--- src/hw/spm_pkg.sv ---
package spm_pkg;
    // ---------------------------------------------------------------
    // register map (byte addresses, each register eight bits in byte lane 0)
    // ---------------------------------------------------------------
    localparam logic [7:0] ADDR_PORT1_PHY_CONTROL   = 8'h1d;
    localparam logic [7:0] ADDR_PORT2_PHY_CONTROL   = 8'h2d;
    localparam logic [7:0] ADDR_GLOBAL_POWER_MODE   = 8'hc3;
    localparam logic [7:0] ADDR_SLEEP_DELAY_SETTING = 8'hc4;
    localparam logic [7:0] ADDR_LINE_STATUS         = 8'hc8;
    localparam logic [7:0] ADDR_POWER_STATUS        = 8'hcc;
    localparam logic [7:0] ADDR_PORT_STATUS         = 8'hd0;

    localparam int unsigned REG_PORT1  = 0;
    localparam int unsigned REG_PORT2  = 1;
    localparam int unsigned REG_GMODE  = 2;
    localparam int unsigned REG_SLEEP  = 3;
    localparam int unsigned REG_LINE   = 4;
    localparam int unsigned REG_PSTAT  = 5;
    localparam int unsigned REG_PORTST = 6;
    localparam int unsigned NUM_REGS   = 7;

    // ---------------------------------------------------------------
    // field layout and reset values
    // ---------------------------------------------------------------
    localparam int unsigned POS_PORT_PWRDN   = 3;
    localparam int unsigned POS_PLL_DISABLE  = 2;
    localparam int unsigned POS_LINE_AUTONEG = 0;
    localparam logic [7:0]  RST_PORT_CTRL    = 8'h00;
    localparam logic [7:0]  RST_GMODE        = 8'h00;
    localparam logic [7:0]  RST_SLEEP        = 8'h00;
    localparam logic [7:0]  RST_LINE         = 8'h01;
    localparam int unsigned NUM_PORTS        = 2;

    typedef enum logic [1:0] {
        SPM_MODE_NORMAL  = 2'h0,
        SPM_MODE_ENERGY  = 2'h1,
        SPM_MODE_SOFTPD  = 2'h2,
        SPM_MODE_PSAVE   = 2'h3
    } spm_mode_e;

    // ---------------------------------------------------------------
    // timing
    // ---------------------------------------------------------------
    localparam int unsigned CLK_HZ          = 50_000_000;
    localparam int unsigned CLK_PERIOD_NS   = 1_000_000_000 / CLK_HZ;
    localparam int unsigned PULSE_WIDTH_NS  = 120;
    localparam int unsigned PULSE_CYCLES    = PULSE_WIDTH_NS / CLK_PERIOD_NS;
    localparam int unsigned PULSE_PERIOD_S  = 1;
    localparam int unsigned PULSE_PERIOD_CY = PULSE_PERIOD_S * CLK_HZ;
    localparam int unsigned SLEEP_TICK_MS   = 1;
    localparam int unsigned SLEEP_TICK_CY   = SLEEP_TICK_MS * (CLK_HZ / 1000);
endpackage : spm_pkg

--- src/hw/spm_power_ctrl.sv ---
// The implementer's own choice: the Wishbone register port.
`timescale 1ns/10ps
// Behaviour
// - global mode field 00 normal, 01 energy detect, 10 soft down, 11 saving
// - port control bit 3 set powers that PHY port down regardless of mode
// - mode field resets to normal; clocks, PHY, MAC and host all on
// - from normal or saving, a new mode value moves directly there
// - saving entered only with field 11, autoneg on, cable unplugged
// - saving keeps PLL, MAC, registers, host, transmitter; receiver idle off
// - in saving, returning line activity restores full PHY power
// - energy detect has normal and low power states; traffic only in normal
// - sleep after no energy longer than the eight-bit sleep delay
// - low power state keeps only the host interface, receiver energy detector and port PHY enables alive
// - energy seen in low power state returns to normal power state
// - energy detect without link emits 120 ns pulses once per second
// - soft power down stops PLL, PHY and MAC, keeps register values
// - writing 00 leaves soft power down back to normal operation
// - global register bit 2 disables the PLL in energy detect mode
module spm_power_ctrl #(
    parameter int unsigned SLEEP_TICK   = spm_pkg::SLEEP_TICK_CY,
    parameter int unsigned PULSE_PERIOD = spm_pkg::PULSE_PERIOD_CY
) (
    input  wire logic        clk_sys,
    input  wire logic        nrst,
    // classic wishbone slave
    input  wire logic        wb_cyc_i,
    input  wire logic        wb_stb_i,
    input  wire logic        wb_we_i,
    input  wire logic [7:0]  wb_adr_i,
    input  wire logic [3:0]  wb_sel_i,
    input  wire logic [31:0] wb_dat_i,
    output logic [31:0]      wb_dat_o,
    output logic             wb_ack_o,
    output logic             wb_err_o,
    // line status
    input  wire logic        cable_energy,
    input  wire logic        link_up,
    // power controls
    output logic             pll_enable,
    output logic             mac_enable,
    output logic             host_enable,
    output logic             phy_tx_enable,
    output logic             phy_rx_enable,
    output logic             rx_energy_det_enable,
    output logic             packet_enable,
    output logic [1:0]       port_phy_enable,
    output logic             line_pulse
);
    import spm_pkg::*;

    // ---------------------------------------------------------------
    // reset synchroniser
    // ---------------------------------------------------------------
    logic rst_meta;
    logic rst_n;

    always_ff @(posedge clk_sys or negedge nrst) begin
        if (!nrst) begin
            rst_meta <= 1'b0;
            rst_n    <= 1'b0;
        end else begin
            rst_meta <= 1'b1;
            rst_n    <= rst_meta;
        end
    end

    function automatic logic [2:0] decode_addr(input logic [7:0] adr);
        unique case (adr)
            ADDR_PORT1_PHY_CONTROL:   decode_addr = 3'(REG_PORT1);
            ADDR_PORT2_PHY_CONTROL:   decode_addr = 3'(REG_PORT2);
            ADDR_GLOBAL_POWER_MODE:   decode_addr = 3'(REG_GMODE);
            ADDR_SLEEP_DELAY_SETTING: decode_addr = 3'(REG_SLEEP);
            ADDR_LINE_STATUS:         decode_addr = 3'(REG_LINE);
            ADDR_POWER_STATUS:        decode_addr = 3'(REG_PSTAT);
            ADDR_PORT_STATUS:         decode_addr = 3'(REG_PORTST);
            default:                  decode_addr = 3'(NUM_REGS);
        endcase
    endfunction : decode_addr

    // ---------------------------------------------------------------
    // register file and bus slave
    // ---------------------------------------------------------------
    logic [7:0]  port_ctrl [NUM_PORTS];
    logic [7:0]  next_port_ctrl [NUM_PORTS];
    logic [7:0]  gmode;
    logic [7:0]  sleep_delay;
    logic [7:0]  line_cfg;
    logic [7:0]  next_gmode;
    logic [7:0]  next_sleep_delay;
    logic [7:0]  next_line_cfg;
    logic [31:0] next_dat;
    logic        next_ack;
    logic        next_err;
    logic [2:0]  sel_reg;
    logic        wr_go;
    logic        rd_go;
    logic        req;
    logic [7:0]  pstat;
    logic [7:0]  portst;

    assign req     = wb_cyc_i && wb_stb_i && !wb_ack_o && !wb_err_o;
    assign sel_reg = decode_addr(wb_adr_i);
    assign wr_go   = req && wb_we_i && wb_sel_i[0] && (sel_reg != 3'(NUM_REGS));
    assign rd_go   = req && !wb_we_i && (sel_reg != 3'(NUM_REGS));

    // writes, read mux and answer one cycle after the request
    always_comb begin
        next_gmode       = gmode;
        next_sleep_delay = sleep_delay;
        next_line_cfg    = line_cfg;
        next_port_ctrl   = port_ctrl;
        next_dat         = 32'h0;
        next_ack         = req && (sel_reg != 3'(NUM_REGS));
        next_err         = req && (sel_reg == 3'(NUM_REGS));
        if (wr_go) begin
            unique case (sel_reg)
                3'(REG_PORT1): next_port_ctrl[0] = wb_dat_i[7:0];
                3'(REG_PORT2): next_port_ctrl[1] = wb_dat_i[7:0];
                3'(REG_GMODE): next_gmode        = wb_dat_i[7:0];
                3'(REG_SLEEP): next_sleep_delay  = wb_dat_i[7:0];
                3'(REG_LINE):  next_line_cfg     = wb_dat_i[7:0];
                default:       next_gmode        = gmode;
            endcase
        end
        if (rd_go) begin
            unique case (sel_reg)
                3'(REG_PORT1):  next_dat = {24'h0, port_ctrl[0]};
                3'(REG_PORT2):  next_dat = {24'h0, port_ctrl[1]};
                3'(REG_GMODE):  next_dat = {24'h0, gmode};
                3'(REG_SLEEP):  next_dat = {24'h0, sleep_delay};
                3'(REG_LINE):   next_dat = {24'h0, line_cfg};
                3'(REG_PSTAT):  next_dat = {24'h0, pstat};
                3'(REG_PORTST): next_dat = {24'h0, portst};
                default:        next_dat = 32'h0;
            endcase
        end
    end

    // register state; all contents kept through every mode
    always_ff @(posedge clk_sys or negedge rst_n) begin
        if (!rst_n) begin
            gmode        <= RST_GMODE;
            sleep_delay  <= RST_SLEEP;
            line_cfg     <= RST_LINE;
            port_ctrl[0] <= RST_PORT_CTRL;
            port_ctrl[1] <= RST_PORT_CTRL;
            wb_dat_o     <= 32'h0;
            wb_ack_o     <= 1'b0;
            wb_err_o     <= 1'b0;
        end else begin
            gmode        <= next_gmode;
            sleep_delay  <= next_sleep_delay;
            line_cfg     <= next_line_cfg;
            port_ctrl[0] <= next_port_ctrl[0];
            port_ctrl[1] <= next_port_ctrl[1];
            wb_dat_o     <= next_dat;
            wb_ack_o     <= next_ack;
            wb_err_o     <= next_err;
        end
    end

    // ---------------------------------------------------------------
    // mode selection and energy detect state machine
    // ---------------------------------------------------------------
    typedef enum logic {
        SPM_ED_AWAKE,
        SPM_ED_ASLEEP
    } spm_ed_e;

    spm_mode_e  field_mode;
    spm_ed_e    ed_state;
    spm_ed_e    next_ed_state;
    logic [8:0] idle_ticks;
    logic [8:0] next_idle_ticks;
    logic       sleep_tick;
    logic       saving_active;
    logic       autoneg_on;

    assign field_mode = spm_mode_e'(gmode[1:0]);
    assign autoneg_on = line_cfg[POS_LINE_AUTONEG];
    // saving applies only while unplugged; activity wakes it at once
    assign saving_active = (field_mode == SPM_MODE_PSAVE) && autoneg_on
                           && !cable_energy && !link_up;

    spm_tick_div #(
        .PERIOD (SLEEP_TICK)
    ) u_sleep_tick (
        .clk_sys (clk_sys),
        .rst_n   (rst_n),
        .clear   (cable_energy),
        .tick    (sleep_tick)
    );

    // idle time in ticks; sleeping once it exceeds the delay
    always_comb begin
        next_ed_state   = ed_state;
        next_idle_ticks = idle_ticks;
        if (field_mode != SPM_MODE_ENERGY) begin
            next_ed_state   = SPM_ED_AWAKE;
            next_idle_ticks = 9'h0;
        end else if (cable_energy) begin
            next_ed_state   = SPM_ED_AWAKE;
            next_idle_ticks = 9'h0;
        end else begin
            unique case (ed_state)
                SPM_ED_AWAKE: begin
                    if (sleep_tick) begin
                        next_idle_ticks = idle_ticks + 9'h1;
                    end
                    if (idle_ticks > {1'b0, sleep_delay}) begin
                        next_ed_state = SPM_ED_ASLEEP;
                    end
                end
                SPM_ED_ASLEEP: next_idle_ticks = idle_ticks;
            endcase
        end
    end

    always_ff @(posedge clk_sys or negedge rst_n) begin
        if (!rst_n) begin
            ed_state   <= SPM_ED_AWAKE;
            idle_ticks <= 9'h0;
        end else begin
            ed_state   <= next_ed_state;
            idle_ticks <= next_idle_ticks;
        end
    end

    // ---------------------------------------------------------------
    // one-second line pulse in energy detect mode without link
    // ---------------------------------------------------------------
    logic [31:0] pulse_cnt;
    logic [31:0] next_pulse_cnt;
    logic        next_line_pulse;
    logic        pulse_on;

    assign pulse_on = (field_mode == SPM_MODE_ENERGY) && !link_up;

    // a started pulse always runs to full width, even if the link comes up
    always_comb begin
        next_pulse_cnt  = 32'h0;
        next_line_pulse = 1'b0;
        if (pulse_on || line_pulse) begin
            next_pulse_cnt = (pulse_cnt == 32'(PULSE_PERIOD - 1)) ? 32'h0
                             : pulse_cnt + 32'h1;
            next_line_pulse = pulse_cnt < 32'(PULSE_CYCLES);
        end
    end

    always_ff @(posedge clk_sys or negedge rst_n) begin
        if (!rst_n) begin
            pulse_cnt  <= 32'h0;
            line_pulse <= 1'b0;
        end else begin
            pulse_cnt  <= next_pulse_cnt;
            line_pulse <= next_line_pulse;
        end
    end

    // ---------------------------------------------------------------
    // power enables
    // ---------------------------------------------------------------
    logic       next_pll;
    logic       next_mac;
    logic       next_host;
    logic       next_tx;
    logic       next_rx;
    logic       next_edet;
    logic       next_pkt;
    logic [1:0] next_port_en;
    logic       asleep;

    assign asleep = (ed_state == SPM_ED_ASLEEP);
    assign pstat  = {5'h0, saving_active, asleep, ed_state == SPM_ED_AWAKE};
    assign portst = {6'h0, port_phy_enable};

    always_comb begin
        next_pll  = 1'b1;
        next_mac  = 1'b1;
        next_host = 1'b1;
        next_tx   = 1'b1;
        next_rx   = 1'b1;
        next_edet = 1'b1;
        next_pkt  = 1'b1;
        unique case (field_mode)
            SPM_MODE_NORMAL: next_pkt = 1'b1;
            SPM_MODE_PSAVE: next_rx = !saving_active;
            SPM_MODE_ENERGY: begin
                next_pll  = !gmode[POS_PLL_DISABLE] && !asleep;
                next_mac  = !asleep;
                next_tx   = !asleep;
                next_rx   = !asleep;
                next_pkt  = !asleep;
                next_host = 1'b1;
            end
            SPM_MODE_SOFTPD: begin
                next_pll  = 1'b0;
                next_mac  = 1'b0;
                next_tx   = 1'b0;
                next_rx   = 1'b0;
                next_edet = 1'b0;
                next_pkt  = 1'b0;
                next_host = 1'b1;
            end
        endcase
    end

    // per-port power down mask
    for (genvar p = 0; p < NUM_PORTS; p++) begin : g_port
        assign next_port_en[p] = !port_ctrl[p][POS_PORT_PWRDN]
                                 && (next_tx || next_rx || next_edet);
    end

    always_ff @(posedge clk_sys or negedge rst_n) begin
        if (!rst_n) begin
            pll_enable           <= 1'b1;
            mac_enable           <= 1'b1;
            host_enable          <= 1'b1;
            phy_tx_enable        <= 1'b1;
            phy_rx_enable        <= 1'b1;
            rx_energy_det_enable <= 1'b1;
            packet_enable        <= 1'b1;
            port_phy_enable      <= 2'h3;
        end else begin
            pll_enable           <= next_pll;
            mac_enable           <= next_mac;
            host_enable          <= next_host;
            phy_tx_enable        <= next_tx;
            phy_rx_enable        <= next_rx;
            rx_energy_det_enable <= next_edet;
            packet_enable        <= next_pkt;
            port_phy_enable      <= next_port_en;
        end
    end
endmodule : spm_power_ctrl

--- src/hw/spm_tick_div.sv ---
`timescale 1ns/10ps
// ---------------------------------------------------------------
// free-running divider giving a one-cycle enable every PERIOD clocks
// ---------------------------------------------------------------
module spm_tick_div #(
    parameter int unsigned PERIOD = 50_000
) (
    input  wire logic clk_sys,
    input  wire logic rst_n,
    input  wire logic clear,
    output logic      tick
);
    logic [31:0] count;
    logic [31:0] next_count;
    logic        next_tick;

    // count down, restart on clear
    always_comb begin
        next_count = count - 32'h1;
        next_tick  = 1'b0;
        if (clear) begin
            next_count = 32'(PERIOD - 1);
        end else if (count == 32'h0) begin
            next_count = 32'(PERIOD - 1);
            next_tick  = 1'b1;
        end
    end

    always_ff @(posedge clk_sys or negedge rst_n) begin
        if (!rst_n) begin
            count <= 32'h0;
            tick  <= 1'b0;
        end else begin
            count <= next_count;
            tick  <= next_tick;
        end
    end
endmodule : spm_tick_div

--- config.mk ---
export PLATFORM = sky130hd
export DESIGN_NAME = spm_power_ctrl
export DESIGN_NICKNAME = d
export VERILOG_FILES = /design/src/hw/spm_pkg.sv /design/src/hw/spm_power_ctrl.sv /design/src/hw/spm_tick_div.sv
export SDC_FILE = /design/constraint.sdc
export NUM_CORES = 1
export LEC_CHECK = 0
export BUFFER_PORTS_ARGS = -buffer_cell sky130_fd_sc_hd__buf_4
export CAP_MARGIN = 20
export CORE_AREA = 2 2 118 120
export DETAILED_ROUTE_END_ITERATION = 16
export DIE_AREA = 0 0 120 122
export PLACE_DENSITY_LB_ADDON = 0.08
export REMOVE_ABC_BUFFERS = 1
export SYNTH_ARGS = -nofsm -noshare
export SYNTH_HDL_FRONTEND = slang
export SYNTH_SLANG_ARGS = --single-unit
export TNS_END_PERCENT = 10
--- constraint.sdc ---
create_clock -name clk_sys -period 6.5 [get_ports clk_sys]
set_input_delay 1.3 -clock clk_sys [delete_from_list [all_inputs] [get_ports clk_sys]]
set_output_delay 1.3 -clock clk_sys [all_outputs]
set_load 0.005 [all_outputs]
Word level (Yosys, flattened, before mapping)
Index checks and enable logic that the tools add are counted.
{"block": "word_totals", "input_bits": 51, "word_cells": 109, "ff_bits": 158}
{"block": "op_classes", "add_sub_neg": 3, "n_eq_ne": 22, "reduce_logical": 38, "muxes": 22, "n_lt_le_gt_ge": 2, "n_bitwise": 1}
{"cell": "two-way mux 32 bit", "count": 4}
{"cell": "case mux 8 bit (7 select lines)", "count": 1}
{"cell": "== test 8 bit (second input constant)", "count": 5}
{"cell": "two-way mux 9 bit", "count": 4}
{"cell": "adder 32 x 1 -> 32 bit (second input constant)", "count": 1}
{"cell": "== test 32 x 26 -> 1 bit (second input constant)", "count": 1}
{"cell": "logical NOT 32 bit", "count": 1}
{"cell": "less-than comparator 32 x 3 -> 1 bit (second input constant)", "count": 1}
{"cell": "subtractor 32 x 1 -> 32 bit (second input constant)", "count": 1}
{"cell": "case mux 3 bit (7 select lines)", "count": 1}
{"cell": "logical AND 1 bit", "count": 17}
{"cell": "== test 3 bit (second input constant)", "count": 4}
{"cell": "AND reduction 2 bit", "count": 6}
{"cell": "logical NOT 1 bit", "count": 10}
{"cell": "adder 9 x 1 -> 9 bit (second input constant)", "count": 1}
{"cell": "greater-than comparator 9 x 8 -> 1 bit", "count": 1}
{"cell": "== test 8 x 5 -> 1 bit (second input constant)", "count": 1}
{"cell": "== test 8 x 6 -> 1 bit (second input constant)", "count": 1}
{"cell": "two-way mux 1 bit", "count": 8}
{"cell": "two-way mux 8 bit", "count": 1}
{"cell": "== test 3 x 2 -> 1 bit (second input constant)", "count": 2}
{"cell": "== test 2 bit (second input constant)", "count": 2}
{"cell": "!= test 4 x 2 -> 1 bit (second input constant)", "count": 1}
{"cell": "case mux 1 bit (2 select lines)", "count": 2}
{"cell": "9 further kinds", "count": 11}

Depth between registers and ports, before layout
{"block": "logic_depth", "depth_word": 9, "ltp_mapped": 8, "ltp_nobuf": 7}

Hierarchy
From an unflattened synthesis, not the netlist that was laid out.
{"block": "hier_totals", "hier_cells": 626, "hier_area_um2": 6712.7}
{"module": "spm_power_ctrl", "cells_per_inst": 470, "seq_area_each_um2": 2536.2, "area_each_um2": 5069.9, "instances": 1}
{"module": "spm_tick_div", "cells_per_inst": 156, "seq_area_each_um2": 825.8, "area_each_um2": 1642.8, "instances": 1}

Worst setup path after synthesis
No wires, ideal clock.
{"block": "synth_timing", "path_kind": "input to register", "start": "input wb_adr_i[3]", "end": "register port_ctrl[10] (netlist bit)", "arrival_ns": 2.993, "setup_time_ns": 0.125, "slack_ns": 3.382, "stages": 7, "path_buffers": 2, "cell_sequence": "buf_2 nand4b_1 or3_1 nor3b_2 and2_1 buf_2 mux2_2"}
{"block": "synth_via", "elab_chain_len": 5, "word_cells_on_any_way": 12, "cone_classes": "8 x eq/ne; 1 x mux; 3 x reduce/logical"}
{"item": "start, declared", "line": "spm_power_ctrl.sv:29", "source": "input wire logic [7:0] wb_adr_i,"}
{"item": "== test 8 bit, or another cell as far along", "line": "spm_power_ctrl.sv:68", "source": "unique case (adr)"}
{"item": "case mux 3 bit (7 select lines) (*)", "line": "spm_power_ctrl.sv:68"}
{"item": "!= test 3 bit", "line": "spm_power_ctrl.sv:103", "source": "assign wr_go = req && wb_we_i && wb_sel_i[0] && (sel_reg != 3'(NUM_REGS));"}
{"item": "logical AND 1 bit", "line": "spm_power_ctrl.sv:103"}
{"item": "AND reduction 2 bit (no source line) (*)"}
{"item": "end, declared", "line": "spm_power_ctrl.sv:83", "source": "logic [7:0] port_ctrl [NUM_PORTS];"}
Every way passes the cells marked *; elsewhere a longest branch is shown, timed or not.
A chain may end at the register's enable or synchronous reset.

Worst setup path in the final report
{"block": "layout_timing", "start": "input wb_adr_i[5]", "end": "register gmode[7]"}
{"block": "layout_via", "elab_chain_len": 5, "word_cells_on_any_way": 12, "cone_classes": "9 x eq/ne; 1 x mux; 2 x reduce/logical"}
{"item": "== test 8 bit, or another cell as far along", "line": "spm_power_ctrl.sv:68"}
{"item": "case mux 3 bit (7 select lines) (*)", "line": "spm_power_ctrl.sv:68"}
{"item": "!= test 3 bit", "line": "spm_power_ctrl.sv:103"}
{"item": "logical AND 1 bit", "line": "spm_power_ctrl.sv:103"}
{"item": "AND reduction 2 bit (no source line) (*)"}
{"item": "end signal, assigned", "line": "spm_power_ctrl.sv:151", "source": "gmode <= next_gmode;"}
{"item": "end, declared", "line": "spm_power_ctrl.sv:85", "source": "logic [7:0] gmode;"}
Marked as above.

==> run metrics <==
Worst R2R Path Depth=7; Area Growth Syn to Fin=14.87%; placer congestion estimate=approximately 0.76; Initial Util=between 40% and 50%; most frequent cells in the layout=126 x dfrtp_1, 85 x nor2_1, 43 x buf_4, 42 x mux2_2; Yosys warnings=0; post-CTS sizing=0; clock network fraction of total power=between 50% and 60%; post-DP HPWL=roughly 9000 um; worst hold slack=0.3504 ns; commonest non-fill, non-tap cell in the layout=dfrtp_1; hold path start=rst_meta$_DFF_PN0_; non-filler cells, final=between 800 and 900; post-synthesis compound-gate area fraction=5.621%; Final Max Slew Viols=0; Post-synth EDFFs=0; Antenna Cells=0; Internal Power=between 1 and 1.5 mW; CORE AREA=between 0.01 and 0.015 sq mm; Post-CTS Setup Bufs=0; asr flop ratio synth=100.0%; startpoint class of the critical path=input port; routed wire length per instance=about 16 um; CP max FO=10; P_leak=3.265 nW; Synth area leaders=dfrtp_1 48%, mux2_2 7.2%, nor2_1 4.8%; largest family of logic cells by synthesized area=simple AND/OR/NAND/NOR gates; Slew headroom=between 20 and 30%; Cells after DPL=between 800 and 900; clk_lat worst skew=between 0.4 and 0.5 ns; type of the worst setup path=input port to flop; Tightest Pin Transition=between 1 and 1.5 ns; Netlist cell types=51; CTS root buf=clkbuf_16; Worst R2R Start=u_sleep_tick.count[0]$_DFF_PN0_; via/cell ratio=around 5.4; arrival time at the worst endpoint=between 3 and 4 ns; Fin. Hold Viols=0; Min-Delay Path Class=flop to flop; cts bufs inserted=17; Cell Chain, Critical Path=buf_4 -> nand3b_1 -> nor4_2 -> and2_1 -> mux2_2; number of global-route vias before repair=between 4k and 5k; vias post-DR=between 4k and 5k; drt pass-1 iters=7; largest net degree at the start of global routing=68; Max VDD drop=~0.18 mV; Syn Inst Count=roughly 620; CTS Buffer Depth=2; max-cap violations=0; Crit-path slowest cell=nor4_2; fin crit share=50.22%; I/O pins=95; fin worst setup slack=3.235 ns; post-synthesis xor/xnor area fraction=under 10%; Worst Skew=about 0.0060 ns; global-route wire length before repair=about 23000 um; RSZ-0062 raised after global routing=false; synthesized area=0.006589 sq mm; share of cells above drive strength 1=between 20% and 30%; routed wire length=approximately 14000 um; worst slack, placed=about 2.8 ns; flop and latch count out of synthesis=roughly 130; Primary FF master, synth=dfrtp_1; die area=0.01464 sq mm; Synth top area share=a little under 50%; shortest period the worst path allows=approximately 3.3 ns; Cell Pwr Density=between 200 and 300 mW/mm^2; Initial DRC Count=about 390; Psw=~0.41 mW; clock slew at reported path FFs=0.06 ns; Cells on Worst Hold Path=0; crit path from=wb_adr_i[5]; Post-Synth Adder-Cell Area=about 2.1%; DRC=0; Worst Path Required=around 7 ns; Sw Ratio=around 21%; CTS tree=yes; fmax=around 310 MHz; cts hold-fix bufs=0; clock tree sinks=around 130; mux contribution to synthesized area=about 7.6%; largest area contributor in the netlist=dfrtp_1; CTS H-tree depth=4; post-route cell area=roughly 0.0076 sq mm; Die Span Y=122 um; syn avg cell area=10.56 sq um; Area after DPL=roughly 0.0070 sq mm; Comb pwr share=approximately 3.0%; CP max stage delay=0.91 ns; initial antenna violation count=0; die width=between 100 and 150 um; PortBufs=42; Sequential Power Share=44.9%; crit path capture type=flop; count of final setup violators=0; Post-Route Setup TNS=0 ns; Post-Synth Simple-Gate Area=20.30%; GRT overflow=0; fin nets=a little over 700; Final ANT Viol Nets=0; GRT Total Usage=around a fifth; part of the Yosys area used for sequential elements=between 50% and 60%; Rows=43; status=finished clean
[cells by family after synthesis]
| logic type | count (synthesis) |
|---|---|
| AND/OR/NAND/NOR | 255 |
| flip-flops | 134 |
| XOR/XNOR | 61 |
| buffers and inverters | 61 |
| AO/OA/AOI/OAI | 55 |
| multiplexers | 45 |
| adder cells (fa/ha/maj) | 11 |
| other | 2 |
[cell usage after synthesis (2+ instances only)]
cell type	number
a222oi_1	6
mux2_2	42
xnor2_1	28
ha_1	11
nand2_1	33
or3b_2	2
or3_1	11
inv_1	15
dfstp_2	7
nor4_1	19
nor4_2	4
a31oi_1	5
buf_4	27
nand3_1	29
or2_2	2
or4_1	3
o21ai_0	7
a21oi_1	17
dfrtp_1	127
nand2b_1	4
clkbuf_1	14
conb_1	2
nand4b_1	2
buf_2	5
nand3b_1	2
nor3_1	16
and2_1	2
or4_4	3
a22oi_1	9
xor2_1	33
nor2b_1	8
a31o_2	2
nor2_1	85
and3_1	6
nand4_1	13
a211oi_1	2
mux2i_1	3
and4_1	3
nor3b_2	3
[critical path: cells and delay by family]
family | cells | cell delay, ns
buf+inv | 1 | 0.13
mux | 1 | 0.40
simple gates | 3 | 1.73
[final cells by class]
type,instances,area (sq um)
timing repair buffer,43,322.8
fill,1199,5936
sequential,134,3366
inverter,15,56.30
multi-input combinational,453,2980
clock buffer,20,466.7
clock inverter,12,151.4
tap,180,225.2
[worst paths after layout]
kind                                                          to  slack (ns)
worst max register to register  u_sleep_tick.count[30]$_DFF_PN0_        3.83
worst max-delay path                        gmode[7]$_DFFE_PN0P_        3.24
worst min register to register                   rst_n$_DFF_PN0_        0.35
max in group asynchronous              idle_ticks[8]$_DFFE_PN0P_        4.71
min in group asynchronous       u_sleep_tick.count[24]$_DFF_PN0_        0.43
worst min-delay path                             rst_n$_DFF_PN0_        0.35
[stage by stage]
step	utilization [%]	power [mW]
CTS	56.05	1.922
floorplan	-	0.8933
global placement	51.47	0.9249
detailed placement	51.47	0.9261
finish	56.05	1.900
global route	56.05	1.964
[power groups by stage]
stage / Sequential, mW / Clock [mW] / Combinational [mW]
floorplan: 0.870 / 0 / 0.0228
global placement: 0.868 / 0 / 0.0567
detailed placement: 0.869 / 0 / 0.0574
CTS: 0.854 / 1.01 / 0.0578
global route: 0.855 / 1.04 / 0.0651
finish: 0.853 / 0.989 / 0.0573
[flip-flops by register name (all words and copies together), names as in the netlist, 2 cells and up]
name	count
pulse_cnt	32
u_sleep_tick.count	32
port_ctrl	16
idle_ticks	9
gmode	8
line_cfg	8
sleep_delay	8
wb_dat_o	8
port_phy_enable	2
[metal layers]
metal  up-vias  routed length, um  share of wire, %  track usage, %
met2        86               6482                47           31.92
li1       2227                  -                 -               -
met1      2312               6549                48           27.50
met5         -                  0                 0               0
met3        19                508               3.7           4.448
met4         0                228               1.7           7.500
Note: power is estimated with default switching activity, not from simulation.
